===== config.mk =====
export PLATFORM = sky130hd
export DESIGN_NAME = dccp_top
export DESIGN_NICKNAME = d
export VERILOG_FILES = /design/src/core/dccp_pkg.sv /design/src/core/dccp_pulse.sv /design/src/core/dccp_sync.sv /design/src/core/dccp_top.sv
export SDC_FILE = /design/constraint.sdc
export NUM_CORES = 1
export LEC_CHECK = 0
export ABC_AREA = 1
export BUFFER_PORTS_ARGS = -buffer_cell sky130_fd_sc_hd__buf_2
export CORE_UTILIZATION = 51
export CTS_BUF_LIST = sky130_fd_sc_hd__clkbuf_16
export CTS_CLUSTER_SIZE = 30
export DETAILED_ROUTE_END_ITERATION = 16
export PLACE_DENSITY = 0.78
export SLEW_MARGIN = 0
export SYNTH_ARGS = -nofsm -noshare
export SYNTH_HDL_FRONTEND = slang
export SYNTH_HIERARCHICAL = 1
export SYNTH_SLANG_ARGS = --single-unit

===== constraint.sdc =====
create_clock -name core_clk -period 2.8 [get_ports core_clk]
set_clock_uncertainty 0.05 [all_clocks]
set_input_delay 0.28 -clock core_clk [delete_from_list [all_inputs] [get_ports core_clk]]
set_output_delay 0.28 -clock core_clk [all_outputs]
set_load 0.005 [all_outputs]

===== src/core/dccp_pkg.sv =====
// package: constants and carriers for the disk control cable port
package dccp_pkg;
   localparam int CLK_MHZ = 50;
   localparam int CLK_NS = 1000 / CLK_MHZ;
   // timing figures in their own units
   localparam int SEL_MAX_NS = 600;
   localparam int CLR_MIN_NS = 250;
   localparam int TZ_MAX_US = 1000;
   localparam int IDX_W_NS = 2500;
   localparam int TZ_SLOW_MS = 1500;
   // derived cycle counts (least rounds up, longest rounds down)
   localparam int SEL_CYC = SEL_MAX_NS / CLK_NS;
   localparam int CLR_CYC = (CLR_MIN_NS + CLK_NS - 1) / CLK_NS;
   localparam int TZ_MAX_CYC = TZ_MAX_US * 1000 / CLK_NS;
   localparam int IDX_CYC = IDX_W_NS / CLK_NS;
   localparam int TZ_SLOW_CYC = TZ_SLOW_MS * (1_000_000 / CLK_NS);
   // bus field positions
   localparam int BUS_W = 11;
   localparam int HEAD_W = 4;
   localparam int B_WG = 0;
   localparam int B_RG = 1;
   localparam int B_FCLR = 4;
   localparam int B_MARK = 5;
   localparam int B_TZ = 6;
   // axi register byte offsets
   localparam logic [7:0] A_CTRL = 8'h00;
   localparam logic [7:0] A_STAT = 8'h04;
   localparam logic [7:0] A_CYL = 8'h08;
   localparam logic [7:0] A_HEAD = 8'h0C;
   localparam logic [1:0] RESP_OK = 2'b00;
   localparam logic [1:0] RESP_ERR = 2'b10;
   localparam logic [31:0] CTRL_RST = 32'h0000_0000;

   typedef struct packed {
      logic         tag_cyl;
      logic         tag_head;
      logic         tag_ctl;
      logic [10:0]  bus;
   } dccp_tagbus_s;

   typedef struct packed {
      logic index;
      logic sector;
      logic fault;
      logic seek_err;
      logic on_cyl;
      logic ready;
      logic wprot;
      logic busy;
   } dccp_status_s;
endpackage


===== src/core/dccp_pulse.sv =====
// pulse stretcher: fixed-width pulse on a rising edge
`timescale 1ns/1ps
`default_nettype none
module dccp_pulse
   import dccp_pkg::*;
#(
   parameter int WIDTH = 125
) (
   input  wire logic core_clk, // clock
   input  wire logic sys_rst,  // async reset
   input  wire logic trig,     // level, rising edge fires
   output var  logic pulse     // stretched pulse
);
   typedef struct packed {
      logic        last;
      logic [15:0] cnt;
      logic        pulse;
   } dccp_pst_s;
   dccp_pst_s st, next_st;
   always_comb begin
      next_st = st;
      next_st.last = trig;
      if (trig && !st.last) begin
         next_st.cnt = 16'(WIDTH);
      end else if (st.cnt != 16'h0000) begin
         next_st.cnt = st.cnt - 16'h0001;
      end
      next_st.pulse = (trig && !st.last) || (st.cnt > 16'h0001);
   end
   always_ff @(posedge core_clk or posedge sys_rst) begin
      if (sys_rst) begin
         st <= '0;
      end else begin
         st <= next_st;
      end
   end
   assign pulse = st.pulse;
endmodule
`default_nettype wire


===== src/core/dccp_sync.sv =====
// edge timer: counts how long a level stays high
`timescale 1ns/1ps
`default_nettype none
module dccp_sync
   import dccp_pkg::*;
(
   input  wire logic        core_clk, // clock
   input  wire logic        sys_rst,  // async reset
   input  wire logic        lvl,      // level under measure
   output var  logic [19:0] len,      // cycles high so far
   output var  logic        fall      // one cycle at falling edge
);
   typedef struct packed {
      logic        last;
      logic [19:0] len;
      logic        fall;
   } dccp_tst_s;
   dccp_tst_s st, next_st;
   always_comb begin
      next_st = st;
      next_st.last = lvl;
      next_st.fall = st.last && !lvl;
      if (lvl) begin
         if (st.len != 20'hF_FFFF) next_st.len = st.len + 20'h0_0001;
      end else if (next_st.fall == 1'b0) begin
         next_st.len = '0;
      end
   end
   always_ff @(posedge core_clk or posedge sys_rst) begin
      if (sys_rst) begin
         st <= '0;
      end else begin
         st <= next_st;
      end
   end
   assign len = st.len;
   assign fall = st.fall;
endmodule
`default_nettype wire


===== src/core/dccp_top.sv =====
// drive-side control cable port with axi4-lite register access
// Overview of operation
// - drive selects itself within 600 ns of select strobe when number matches.
// - four unit lines compared against a switch number 0 to 15.
// - eleven-bit bus meaning set by one of three tag strobes.
// - cylinder tag loads an absolute target cylinder from bits 0 to 10.
// - head tag loads head number from bits 0 to 3 only.
// - control bit 0 enables write driver while set.
// - control bit 1 enables read data; its rising edge starts sync.
// - offset plus and minus bits are ignored; on-cylinder stays.
// - fault clear pulse of 250 ns clears fault latch if cause gone.
// - mark search enable bit has no function.
// - track zero pulse 250 ns to 1 ms seeks zero and clears seek error.
// - track zero seek may take up to 1.5 seconds.
// - strobe early, strobe late and release bits are no-ops.
// - no dual-channel reservation; release is unused.
// - open cable disables the whole control interface.
// - tags, bus and status lines active only while selected.
// - one index pulse per revolution, about 2.5 us, marks sector zero.
// - sector pulses come from servo; count fixed, timing kept in seeks.
// - on-cylinder drops on seek command, returns when seek completes.
//
// Implementation choices: the register offsets and the AXI4-Lite slave port.
`timescale 1ns/1ps
`default_nettype none
module dccp_top
   import dccp_pkg::*;
#(
   parameter int SEEK_CYC  = 1000,          // ordinary seek time limit
   parameter int SLOW_CYC  = TZ_SLOW_CYC,   // lost-position track zero seek
   parameter int MAX_CYL   = 1068           // highest cylinder
) (
   input  wire logic         core_clk,      // 50 MHz clock
   input  wire logic         sys_rst,       // async reset, high
   input  wire logic         sel_tag,       // unit selection strobe
   input  wire logic [3:0]   unit_num,      // unit number lines
   input  wire logic [3:0]   unit_switch,   // configured unit number
   input  wire dccp_tagbus_s tb,            // tags and bus
   input  wire logic         cable_ok,      // open-cable detector, high = ok
   input  wire logic         index_raw,     // servo index event
   input  wire logic         sector_raw,    // servo sector event
   input  wire logic         seek_done,     // actuator reached target
   input  wire logic         fault_cause,   // fault condition present
   input  wire logic         wprot_sw,      // write protect switch
   input  wire logic         spun_up,       // spindle at speed
   output var  logic         unit_sel,      // unit selected
   output var  dccp_status_s stat,          // gated status lines
   output var  logic         write_en,      // write driver enable
   output var  logic         read_en,       // read data enable
   output var  logic         sync_start,    // preamble sync start pulse
   output var  logic [10:0]  seek_cyl,      // target cylinder to actuator
   output var  logic [3:0]   head_sel,      // selected head
   output var  logic         seek_go,       // seek start pulse
   input  wire logic [31:0]  s_axi_awaddr,  // axi write address
   input  wire logic         s_axi_awvalid, // axi
   output var  logic         s_axi_awready, // axi
   input  wire logic [31:0]  s_axi_wdata,   // axi write data
   input  wire logic [3:0]   s_axi_wstrb,   // axi byte enables
   input  wire logic         s_axi_wvalid,  // axi
   output var  logic         s_axi_wready,  // axi
   output var  logic [1:0]   s_axi_bresp,   // axi
   output var  logic         s_axi_bvalid,  // axi
   input  wire logic         s_axi_bready,  // axi
   input  wire logic [31:0]  s_axi_araddr,  // axi read address
   input  wire logic         s_axi_arvalid, // axi
   output var  logic         s_axi_arready, // axi
   output var  logic [31:0]  s_axi_rdata,   // axi read data
   output var  logic [1:0]   s_axi_rresp,   // axi
   output var  logic         s_axi_rvalid,  // axi
   input  wire logic         s_axi_rready   // axi
);
   typedef enum logic [1:0] {SK_IDLE, SK_RUN, SK_TZ} dccp_seek_e;

   typedef struct packed {
      logic         sel;
      dccp_status_s stat;
      logic         we;
      logic         re;
      logic         re_last;
      logic         sync;
      logic [10:0]  cyl;
      logic [3:0]   head;
      logic         go;
      logic         fault;
      logic         seek_err;
      logic         on_cyl;
      dccp_seek_e   sk;
      logic [31:0]  tmr;
      logic         lost;
      logic         aw_got;
      logic         w_got;
      logic [7:0]   aw_a;
      logic [31:0]  w_d;
      logic         w_s;
      logic         bv;
      logic [1:0]   br;
      logic         rv;
      logic [31:0]  rd;
      logic [1:0]   rr;
      logic         ctl_en;
      logic         awr;
      logic         wr;
      logic         arr;
   } dccp_st_s;

   dccp_st_s st, next_st;
   logic       idx_p;
   logic       sec_p;
   logic [19:0] clr_len;
   logic       clr_fall;
   logic [19:0] tz_len;
   logic       tz_fall;
   logic       live;
   logic       one_tag;
   logic       ctl_v;
   logic       fclr_lvl;
   logic       tz_lvl;

   // ==========================================================
   // index and sector pulse shaping
   // ==========================================================
   dccp_pulse #(.WIDTH(IDX_CYC)) u_idx (
      .core_clk (core_clk),
      .sys_rst  (sys_rst),
      .trig     (index_raw),
      .pulse    (idx_p)
   );
   dccp_pulse #(.WIDTH(IDX_CYC)) u_sec (
      .core_clk (core_clk),
      .sys_rst  (sys_rst),
      .trig     (sector_raw),
      .pulse    (sec_p)
   );

   // ==========================================================
   // control pulse width measurement
   // ==========================================================
   dccp_sync u_clr (
      .core_clk (core_clk),
      .sys_rst  (sys_rst),
      .lvl      (fclr_lvl),
      .len      (clr_len),
      .fall     (clr_fall)
   );
   dccp_sync u_tz (
      .core_clk (core_clk),
      .sys_rst  (sys_rst),
      .lvl      (tz_lvl),
      .len      (tz_len),
      .fall     (tz_fall)
   );

   assign live = cable_ok;
   assign one_tag = (32'(tb.tag_cyl) + 32'(tb.tag_head) + 32'(tb.tag_ctl)) == 32'd1;
   assign ctl_v = live && st.sel && one_tag && tb.tag_ctl;
   assign fclr_lvl = ctl_v && tb.bus[B_FCLR];
   assign tz_lvl = ctl_v && tb.bus[B_TZ];

   // ==========================================================
   // next state
   // ==========================================================
   always_comb begin
      next_st = st;
      next_st.go = 1'b0;
      next_st.sync = 1'b0;
      next_st.sel = live && sel_tag && (unit_num == unit_switch);
      next_st.we = ctl_v && tb.bus[B_WG] && !st.fault && !wprot_sw && st.ctl_en;
      next_st.re = ctl_v && tb.bus[B_RG] && st.ctl_en;
      next_st.re_last = next_st.re;
      next_st.sync = next_st.re && !st.re_last;
      // remaining control bits are not decoded
      if (live && st.sel && one_tag && tb.tag_cyl && st.ctl_en) begin
         next_st.cyl = tb.bus;
         next_st.go = 1'b1;
         next_st.on_cyl = 1'b0;
         next_st.sk = SK_RUN;
         next_st.tmr = 32'(SEEK_CYC);
         if (32'(tb.bus) > 32'(MAX_CYL)) next_st.seek_err = 1'b1;
      end
      if (live && st.sel && one_tag && tb.tag_head && st.ctl_en) begin
         next_st.head = tb.bus[HEAD_W-1:0];
      end
      // fault clear after a long enough pulse
      if (fault_cause) begin
         next_st.fault = 1'b1;
      end else if (clr_fall && clr_len >= 20'(CLR_CYC)) begin
         next_st.fault = 1'b0;
      end
      if (tz_fall && tz_len >= 20'(CLR_CYC) && tz_len <= 20'(TZ_MAX_CYC)) begin
         next_st.cyl = '0;
         next_st.go = 1'b1;
         next_st.seek_err = 1'b0;
         next_st.on_cyl = 1'b0;
         next_st.sk = SK_TZ;
         next_st.tmr = st.lost ? 32'(SLOW_CYC) : 32'(SEEK_CYC);
      end
      case (st.sk)
         SK_IDLE: begin
         end
         SK_RUN, SK_TZ: begin
            // a command in this cycle wins over the old seek ending
            if (!next_st.go) begin
               if (st.tmr != 32'h0000_0000) next_st.tmr = st.tmr - 32'h0000_0001;
               if (seek_done || st.tmr == 32'h0000_0001) begin
                  next_st.sk = SK_IDLE;
                  next_st.on_cyl = seek_done && !next_st.seek_err;
                  if (!seek_done) next_st.seek_err = 1'b1;
                  next_st.lost = !seek_done;
               end
            end
         end
         default: next_st.sk = SK_IDLE;
      endcase
      next_st.stat.index = next_st.sel && idx_p;
      next_st.stat.sector = next_st.sel && sec_p;
      next_st.stat.fault = next_st.sel && next_st.fault;
      next_st.stat.seek_err = next_st.sel && next_st.seek_err;
      next_st.stat.on_cyl = next_st.sel && next_st.on_cyl;
      next_st.stat.ready = next_st.sel && spun_up && !next_st.fault;
      next_st.stat.wprot = next_st.sel && wprot_sw;
      next_st.stat.busy = 1'b0;
      // axi write channel
      if (s_axi_awvalid && st.awr) begin
         next_st.aw_got = 1'b1;
         next_st.aw_a = s_axi_awaddr[7:0];
      end
      if (s_axi_wvalid && st.wr) begin
         next_st.w_got = 1'b1;
         next_st.w_d = s_axi_wdata;
         next_st.w_s = s_axi_wstrb[0];
      end
      if (st.aw_got && st.w_got && !st.bv) begin
         next_st.aw_got = 1'b0;
         next_st.w_got = 1'b0;
         next_st.bv = 1'b1;
         next_st.br = RESP_OK;
         if (st.aw_a == A_CTRL) begin
            if (st.w_s) next_st.ctl_en = st.w_d[0];
         end else if (st.aw_a != A_STAT && st.aw_a != A_CYL && st.aw_a != A_HEAD) begin
            next_st.br = RESP_ERR;
         end
      end
      if (st.bv && s_axi_bready) next_st.bv = 1'b0;
      // axi read channel
      if (s_axi_arvalid && st.arr) begin
         next_st.rv = 1'b1;
         next_st.rr = RESP_OK;
         case (s_axi_araddr[7:0])
            A_CTRL: next_st.rd = {31'h0000_0000, st.ctl_en};
            A_STAT: next_st.rd = {20'h0_0000, st.sk, st.lost, st.sel, st.stat};
            A_CYL: next_st.rd = {21'h00_0000, st.cyl};
            A_HEAD: next_st.rd = {28'h000_0000, st.head};
            default: begin
               next_st.rd = '0;
               next_st.rr = RESP_ERR;
            end
         endcase
      end
      if (st.rv && s_axi_rready) next_st.rv = 1'b0;
      // ready flags kept in flops so the bus outputs come from registers
      next_st.awr = !next_st.aw_got;
      next_st.wr = !next_st.w_got;
      next_st.arr = !next_st.rv;
   end

   always_ff @(posedge core_clk or posedge sys_rst) begin
      if (sys_rst) begin
         st <= '0;
         st.ctl_en <= CTRL_RST[0];
         st.sk <= SK_IDLE;
      end else begin
         st <= next_st;
      end
   end

   // ==========================================================
   // outputs
   // ==========================================================
   assign unit_sel = st.sel;
   assign stat = st.stat;
   assign write_en = st.we;
   assign read_en = st.re;
   assign sync_start = st.sync;
   assign seek_cyl = st.cyl;
   assign head_sel = st.head;
   assign seek_go = st.go;
   assign s_axi_awready = st.awr;
   assign s_axi_wready = st.wr;
   assign s_axi_bvalid = st.bv;
   assign s_axi_bresp = st.br;
   assign s_axi_arready = st.arr;
   assign s_axi_rvalid = st.rv;
   assign s_axi_rdata = st.rd;
   assign s_axi_rresp = st.rr;

   // ==========================================================
   // checks
   // ==========================================================
   property p_sel;
      @(posedge core_clk) disable iff (sys_rst)
      (cable_ok && sel_tag && unit_num == unit_switch) |=> unit_sel;
   endproperty
   a_sel: assert property (p_sel) else $error("select late");

   property p_open;
      @(posedge core_clk) disable iff (sys_rst)
      !cable_ok |=> !unit_sel && !write_en && !read_en;
   endproperty
   a_open: assert property (p_open) else $error("open cable not disabling");

   property p_gate;
      @(posedge core_clk) disable iff (sys_rst)
      !unit_sel |-> stat == '0;
   endproperty
   a_gate: assert property (p_gate) else $error("status not gated");

   property p_wg;
      @(posedge core_clk) disable iff (sys_rst)
      write_en |-> $past(tb.tag_ctl) && $past(tb.bus[B_WG]);
   endproperty
   a_wg: assert property (p_wg) else $error("write without gate");

   property p_rg;
      @(posedge core_clk) disable iff (sys_rst)
      $rose(read_en) |-> sync_start ##1 !sync_start;
   endproperty
   a_rg: assert property (p_rg) else $error("no sync on read edge");

   property p_onc;
      @(posedge core_clk) disable iff (sys_rst)
      seek_go |-> !st.on_cyl;
   endproperty
   a_onc: assert property (p_onc) else $error("on cyl kept in seek");

   property p_tz;
      @(posedge core_clk) disable iff (sys_rst)
      (tz_fall && tz_len >= 20'(CLR_CYC) && tz_len <= 20'(TZ_MAX_CYC))
         |=> seek_go && seek_cyl == '0 && !st.seek_err;
   endproperty
   a_tz: assert property (p_tz) else $error("track zero not started");

   property p_head;
      @(posedge core_clk) disable iff (sys_rst)
      (ctl_v == 1'b0 && live && st.sel && one_tag && tb.tag_head && st.ctl_en)
         |=> head_sel == $past(tb.bus[3:0]);
   endproperty
   a_head: assert property (p_head) else $error("head not loaded");

   property p_fclr;
      @(posedge core_clk) disable iff (sys_rst)
      (clr_fall && clr_len < 20'(CLR_CYC) && st.fault) |=> st.fault;
   endproperty
   a_fclr: assert property (p_fclr) else $error("short clear took effect");
endmodule
`default_nettype wire


# Yosys cells after proc, flatten, opt, wreduce, memory -nomap -nowiden
# Cells that the tools add are included.
[totals] ff_bits=199 inputBits=137 wordCells=192
[op_classes] add_sub_neg=7 magnitude_cmp=6 eq_ne=17 n_mux=39 bitwise=1 reduce_logical=76
[ops] op="2-to-1 mux 20 bit" n=6
[ops] op="2-to-1 mux 36 bit" n=2
[ops] op="2-to-1 mux 16 bit" n=4
[ops] op="one-hot mux 12 bit (4 select lines)" n=1
[ops] op="logical AND 1 bit" n=43
[ops] op="adder 20 x 1 -> 20 bit (second input constant)" n=2
[ops] op=">= comparator 20 x 4 -> 1 bit (second input constant)" n=2
[ops] op="inequality test 20 bit (second input constant)" n=2
[ops] op="2-to-1 mux 37 bit" n=1
[ops] op="2-to-1 mux 35 bit" n=1
[ops] op="2-to-1 mux 33 bit" n=1
[ops] op="equality test 32 x 1 -> 1 bit (second input constant)" n=1
[ops] op="greater-than comparator 16 x 1 -> 1 bit (second input constant)" n=2
[ops] op="2-to-1 mux 32 bit" n=1
[ops] op="nonzero test 16 bit" n=2
[ops] op="nonzero test 32 bit" n=1
[ops] op="subtractor 16 x 1 -> 16 bit (second input constant)" n=2
[ops] op="subtractor 32 x 1 -> 32 bit (second input constant)" n=1
[ops] op="2-to-1 mux 27 bit" n=1
[ops] op="2-to-1 mux 11 bit" n=2
[ops] op="<= comparator 20 x 16 -> 1 bit (second input constant)" n=1
[ops] op="equality test 8 x 4 -> 1 bit (second input constant)" n=2
[ops] op="zero test 8 bit" n=2
[ops] op="inequality test 8 x 4 -> 1 bit (second input constant)" n=2
[ops] op="other kinds (25)" n=61

# Longest topological paths before layout
[depth] ltp_word=14 depth_mapped=15

# By module
# The synthesis kept the hierarchy.
[by_module_without_submodules] module="dccp_top" instances=1 cells_each=731 area_each_um2=5691.7
[by_module_without_submodules] module="dccp_sync" instances=2 cells_each=228 area_each_um2=1600.3
[by_module_without_submodules] module="dccp_pulse" instances=2 cells_each=156 area_each_um2=1156.1

# Worst setup path after synthesis
# OpenSTA, ideal clock, no wires.
[synth_timing] path_kind="input -> register" start="input port tb[11] (netlist name)" end="register u_clr.st (netlist bit u_clr/len[13])" setup_ns=0.074 arrival_ns=2.052 t_required_ns=2.676 path_slack_ns=0.624 stages=15 n_path_buf=2 path_cell_list="inv_1 > fa_1 > nor2_1 > nand3_1 > inv_1 > nand2_1 > nor2_1 > buf_4 > nand3_1 > nor2_1 > nand3_2 > nand2_4 > buf_6 > nand2_1 > o21ai_2"
[synth_between] elab_chain_cells=9 word_cells_on_any_way=11
[synth_lines] item="start, declared" line_no="dccp_top.sv:38" text="input wire dccp_tagbus_s tb,"
[synth_lines] item="adder 2 x 1 -> 3 bit" line_no="dccp_top.sv:154" text="assign one_tag = (32'(tb.tag_cyl) + 32'(tb.tag_head) + 32'(tb.tag_ctl)) == 32'd1;"
[synth_lines] item="equality test 3 x 1 -> 1 bit" line_no="dccp_top.sv:154"
[synth_lines] item="logical AND 1 bit" line_no="dccp_top.sv:155" text="assign ctl_v = live && st.sel && one_tag && tb.tag_ctl;"
[synth_lines] item="logical AND 1 bit (*)" line_no="dccp_top.sv:155"
[synth_lines] item="logical AND 1 bit (*)" line_no="dccp_top.sv:156" text="assign fclr_lvl = ctl_v && tb.bus[B_FCLR];"
[synth_lines] item="named net fclr_lvl" line_no="dccp_top.sv:116" text="logic fclr_lvl;"
[synth_lines] item="zero test 1 bit" line_no="dccp_sync.sv:22" text="next_st.fall = st.last && !lvl;"
[synth_lines] item="logical AND 1 bit" line_no="dccp_sync.sv:22"
[synth_lines] item="inequality test 2 x 1 -> 1 bit (no line)"
[synth_lines] item="AND reduction 2 bit (no line)"
[synth_lines] item="end signal, assigned" line_no="dccp_sync.sv:33" text="st <= next_st;"
[synth_lines] item="end, declared" line_no="dccp_sync.sv:18" text="dccp_tst_s st, next_st;"
# The timed path passes the listed nets; every way through them passes the cells marked *.
# A chain may end at the register's enable or synchronous reset.

==> flow_summary_export.csv <==
group,metric,value,unit
synth,synth_area_leaders,"dfrtp_1, nand2_1, buf_4",
cts,cts_sinks,177,
synth,syn_inst,1499,
global_routing,grt_pass1_wl,42800,µm
synth,synth_flop_cell,"dfrtp_1",
critical_path,crit_path_max_incr_delay,0.49,ns
placed_design,place_ws,0.213,ns
critical_path,critPathMaxFanout,18,
timing,relSlewSlack,0.408,
cts,clkTransAtPathRegs,0.07,ns
cts,cts_buffers,17,
timing,final_hold_viol_count,0,
cts,clock_latency,0.44,ns
synth,ys_warn_count,6,
critical_path,startpoint_type,"register",
critical_path,reg2regPathDepth,12,
power_and_ir_drop,p_seq_frac,0.475,
route,drtIter0Drc,618,
synth,synth.most_common_cell,"nand2_1",
power_and_ir_drop,p_leak,6.01,nW
hold_path,holdCritStartpoint,"s_axi_awaddr[4]",
placed_design,dp.cells,1782,
synth,ys_ff_latch,177,
critical_path,cp_cell_sequence,"inv_1 > nand2_1 > nand2_1 > nor2_1 > nand2_1 > nand2_1 > nand2_1 > nand2_2 > nand2_2 > nor2_2 > nand3_1 > a21oi_1",
route,wl_met2,12300,µm
synth,synth_edf_count,0,
critical_path,path_delay_family,"simple AND/OR/NAND/NOR gates",
global_routing,grt_overflow_total,0,
cells_and_area,stdcell_count,1826,
route,routed_wl,26100,µm
route,ant_nets,0,
cells_and_area,fin_util,0.563,
floorplanning,rows,53,
power_and_ir_drop,p_per_area,522,mW/mm²
cells_and_area,drive_above_1_share,0.193,
critical_path,path_class,"register to register",
synth,yosys.area.top_type_share,0.395,
cts,root_buffer,"clkbuf_16",
placed_design,gp_congestion,0.943,
timing,tightestPinTransition,0.888,ns
timing,drv_slew,0,
route,drc,0,
power_and_ir_drop,combPwrFrac,0.168,
route,wl_met3,1790,µm
cts,clk_path_buf_depth,2,
global_routing,grt_max_degree,93,
run_status,status,"completed",
route,drt-pass1-iter-count,5,
floorplanning,dieArea,0.0226,mm²
floorplanning,pin_count,206,
route,num_vias,9469,
power_and_ir_drop,intPower,4.29,mW
cts,cts_setup_buffers,0,
floorplanning,floorplan.initialDensity,0.526,
global_routing,grt_usage,0.241,
critical_path,path_common_cell,"nand2_1",
route,viasPerCell,5.19,
cells_and_area,n_antenna_cell,0,
power_and_ir_drop,max-vdd-ir-drop,0.000432,V
critical_path,r2r_setup_slack,0.48,ns
power_and_ir_drop,clockPowerShare,0.357,
timing,setup_slack,0.483,ns
timing,fin_crit_sh,0.827,
route,detail_route.wl_per_cell,14.3,µm
hold_path,hp-class,"input port to register",
critical_path,regToRegEndpoint,"stat[4]",
synth,syn_area_per_cell,7.47,µm²
critical_path,cp_data_required_time,3.10,ns
job,max_cap_viol_count,0,
power_and_ir_drop,p_switching,1.97,mW
power_and_ir_drop,swShare,0.315,
route,highest_layer,"met4",
synth,ys_seq_area_frac,0.395,
placed_design,hpwlAfterDp,19100,µm
floorplanning,core_area,0.0213,mm²
timing,setup_violations,0,
synth,yosysUniqueCellTypes,51,
synth,yosysTopAreaCell,"dfrtp_1",
cts,cts_tree,"yes",
cells_and_area,syn_to_final_growth,7.01,%
synth,synth_area,0.0112,mm²
placed_design,numPortBuffers,100,
hold_path,hold_depth,3,
timing,rsz0062_at_grt,"no",
route,wl_met1,11200,µm
synth,async_flop_share,1.00,
synth,yosys-top-cells-count,"nand2_1, dfrtp_1, inv_1",
cells_and_area,fin_nets,1687,
global_routing,antenna_found_initial,0,
critical_path,critPathCaptureType,"register",
critical_path,cpMaxStageDelayCell,"dfrtp_1",
floorplanning,dieHeight,150,µm
cts,htreeDepth,4,
timing,layout_min_cycle_time,2.32,ns
floorplanning,dieWidth,150,µm
global_routing,grt_pass1_vias,8901,
critical_path,cp_data_arrival_time,2.62,ns
critical_path,r2r_start,"u_tz/len[7]",
critical_path,crit_buf_inv,1,
timing,holdWs,0.0103,ns
timing,final.setup.tns,0,ns
hold_path,hold_path_end,"st[79]",
timing,clock.fmax,432,MHz
==> routing by layer <==
layer / vias up / global-route usage
met5: - / 0
met4: 0 / 0.0955
met3: 53 / 0.0503
met2: 318 / 0.393
met1: 4418 / 0.314
li1: 4680 / -
==> cell families (layout without fill, tap and decap cells) <==
kind of cell	after synthesis	count (layout)	synth area share
simple gates	825	825	0.347
buf+inv	330	360	0.151
flops	177	177	0.395
compound gates	116	116	0.0623
xor+xnor	36	36	0.0281
fa+ha+maj	12	12	0.0141
mux	2	2	0.00201
other cells	1	23	0.000335
==> worst reg2reg max path: cells and delay by family (launching register included) <==
family	cells	cell delay [ns]
and+or+nand+nor	10	1.46
DFF	1	0.49
AOI/OAI and AO/OA	1	0.16
buffers and inverters	1	0.09
==> worst max-delay path by stage <==
stage,start,end,slack [ns],cells past startpoint
global route,u_tz/len[7],stat[4],0.22,12
detailed placement,tb[11],u_tz/len[9],0.21,13
floorplan,tb[11],u_clr/len[13],0.62,15
finish,u_tz/len[7],stat[4],0.48,12
CTS,u_tz/len[7],stat[4],0.48,12
global placement,tb[11],u_tz/len[9],0.28,13
==> metrics by stage <==
step | power [mW] | instance area, µm²
after floorplan | 3.78 | 11300
after global placement | 4.00 | 11300
after detailed placement | 4.04 | 11300
after CTS | 6.27 | 12000
after global routing | 6.56 | 12000
final | 6.26 | 12000
==> power groups by stage <==
stage / logic, mW / clock network (mW) / registers [mW]
floorplan: 0.795 / 0 / 2.98
global placement: 0.991 / 0 / 3.01
detailed placement: 1.03 / 0 / 3.01
CTS: 1.05 / 2.26 / 2.97
global route: 1.19 / 2.37 / 3.00
finish: 1.05 / 2.24 / 2.97
==> what timing repair did <==
action,in CTS,in global routing
endpoints found under the hold margin,50,0
hold buffers,12,0
endpoints found under the setup margin,0,0
gates resized for setup,0,0
==> cell type report <==
type,instances,area (µm²)
inverter,206,792
clock buffer,17,425
multi-input combinational,1014,5160
fill,1899,9300
clock inverter,15,115
timing repair buffer,122,721
tap,275,344
sequential,177,4430
==> layout by cell type (no fill, tap or decap), types with 4 or more instances in the layout <==
master,count
dfrtp_1,177
nand2_4,8
o21ai_1,17
nor2_2,41
nor4_1,10
nor2_4,17
inv_2,30
clkbuf_16,17
xnor2_1,11
a21oi_1,19
or2_0,4
buf_2,100
conb_1,23
nand3b_1,7
buf_4,8
xor2_1,25
o21ai_2,18
nand3_1,134
nor2_1,166
inv_6,4
o22ai_1,9
dlygate4sd3_1,12
nand2_1,359
nand2_2,24
inv_1,171
ha_1,11
nand4_1,23
nand3_2,9
clkinv_4,5
nor3_1,10
o21ai_0,41
==> registers in the layout, indices dropped and copies added (netlist names), 7 cells and up <==
signal and count:
u_tz/len 20, stat 7, u_idx/st 17, seek_cyl 11, st 52, u_clr/len 20, s_axi_rdata 12, u_sec/st 17
No activity file was read; power rests on OpenSTA's default activity.
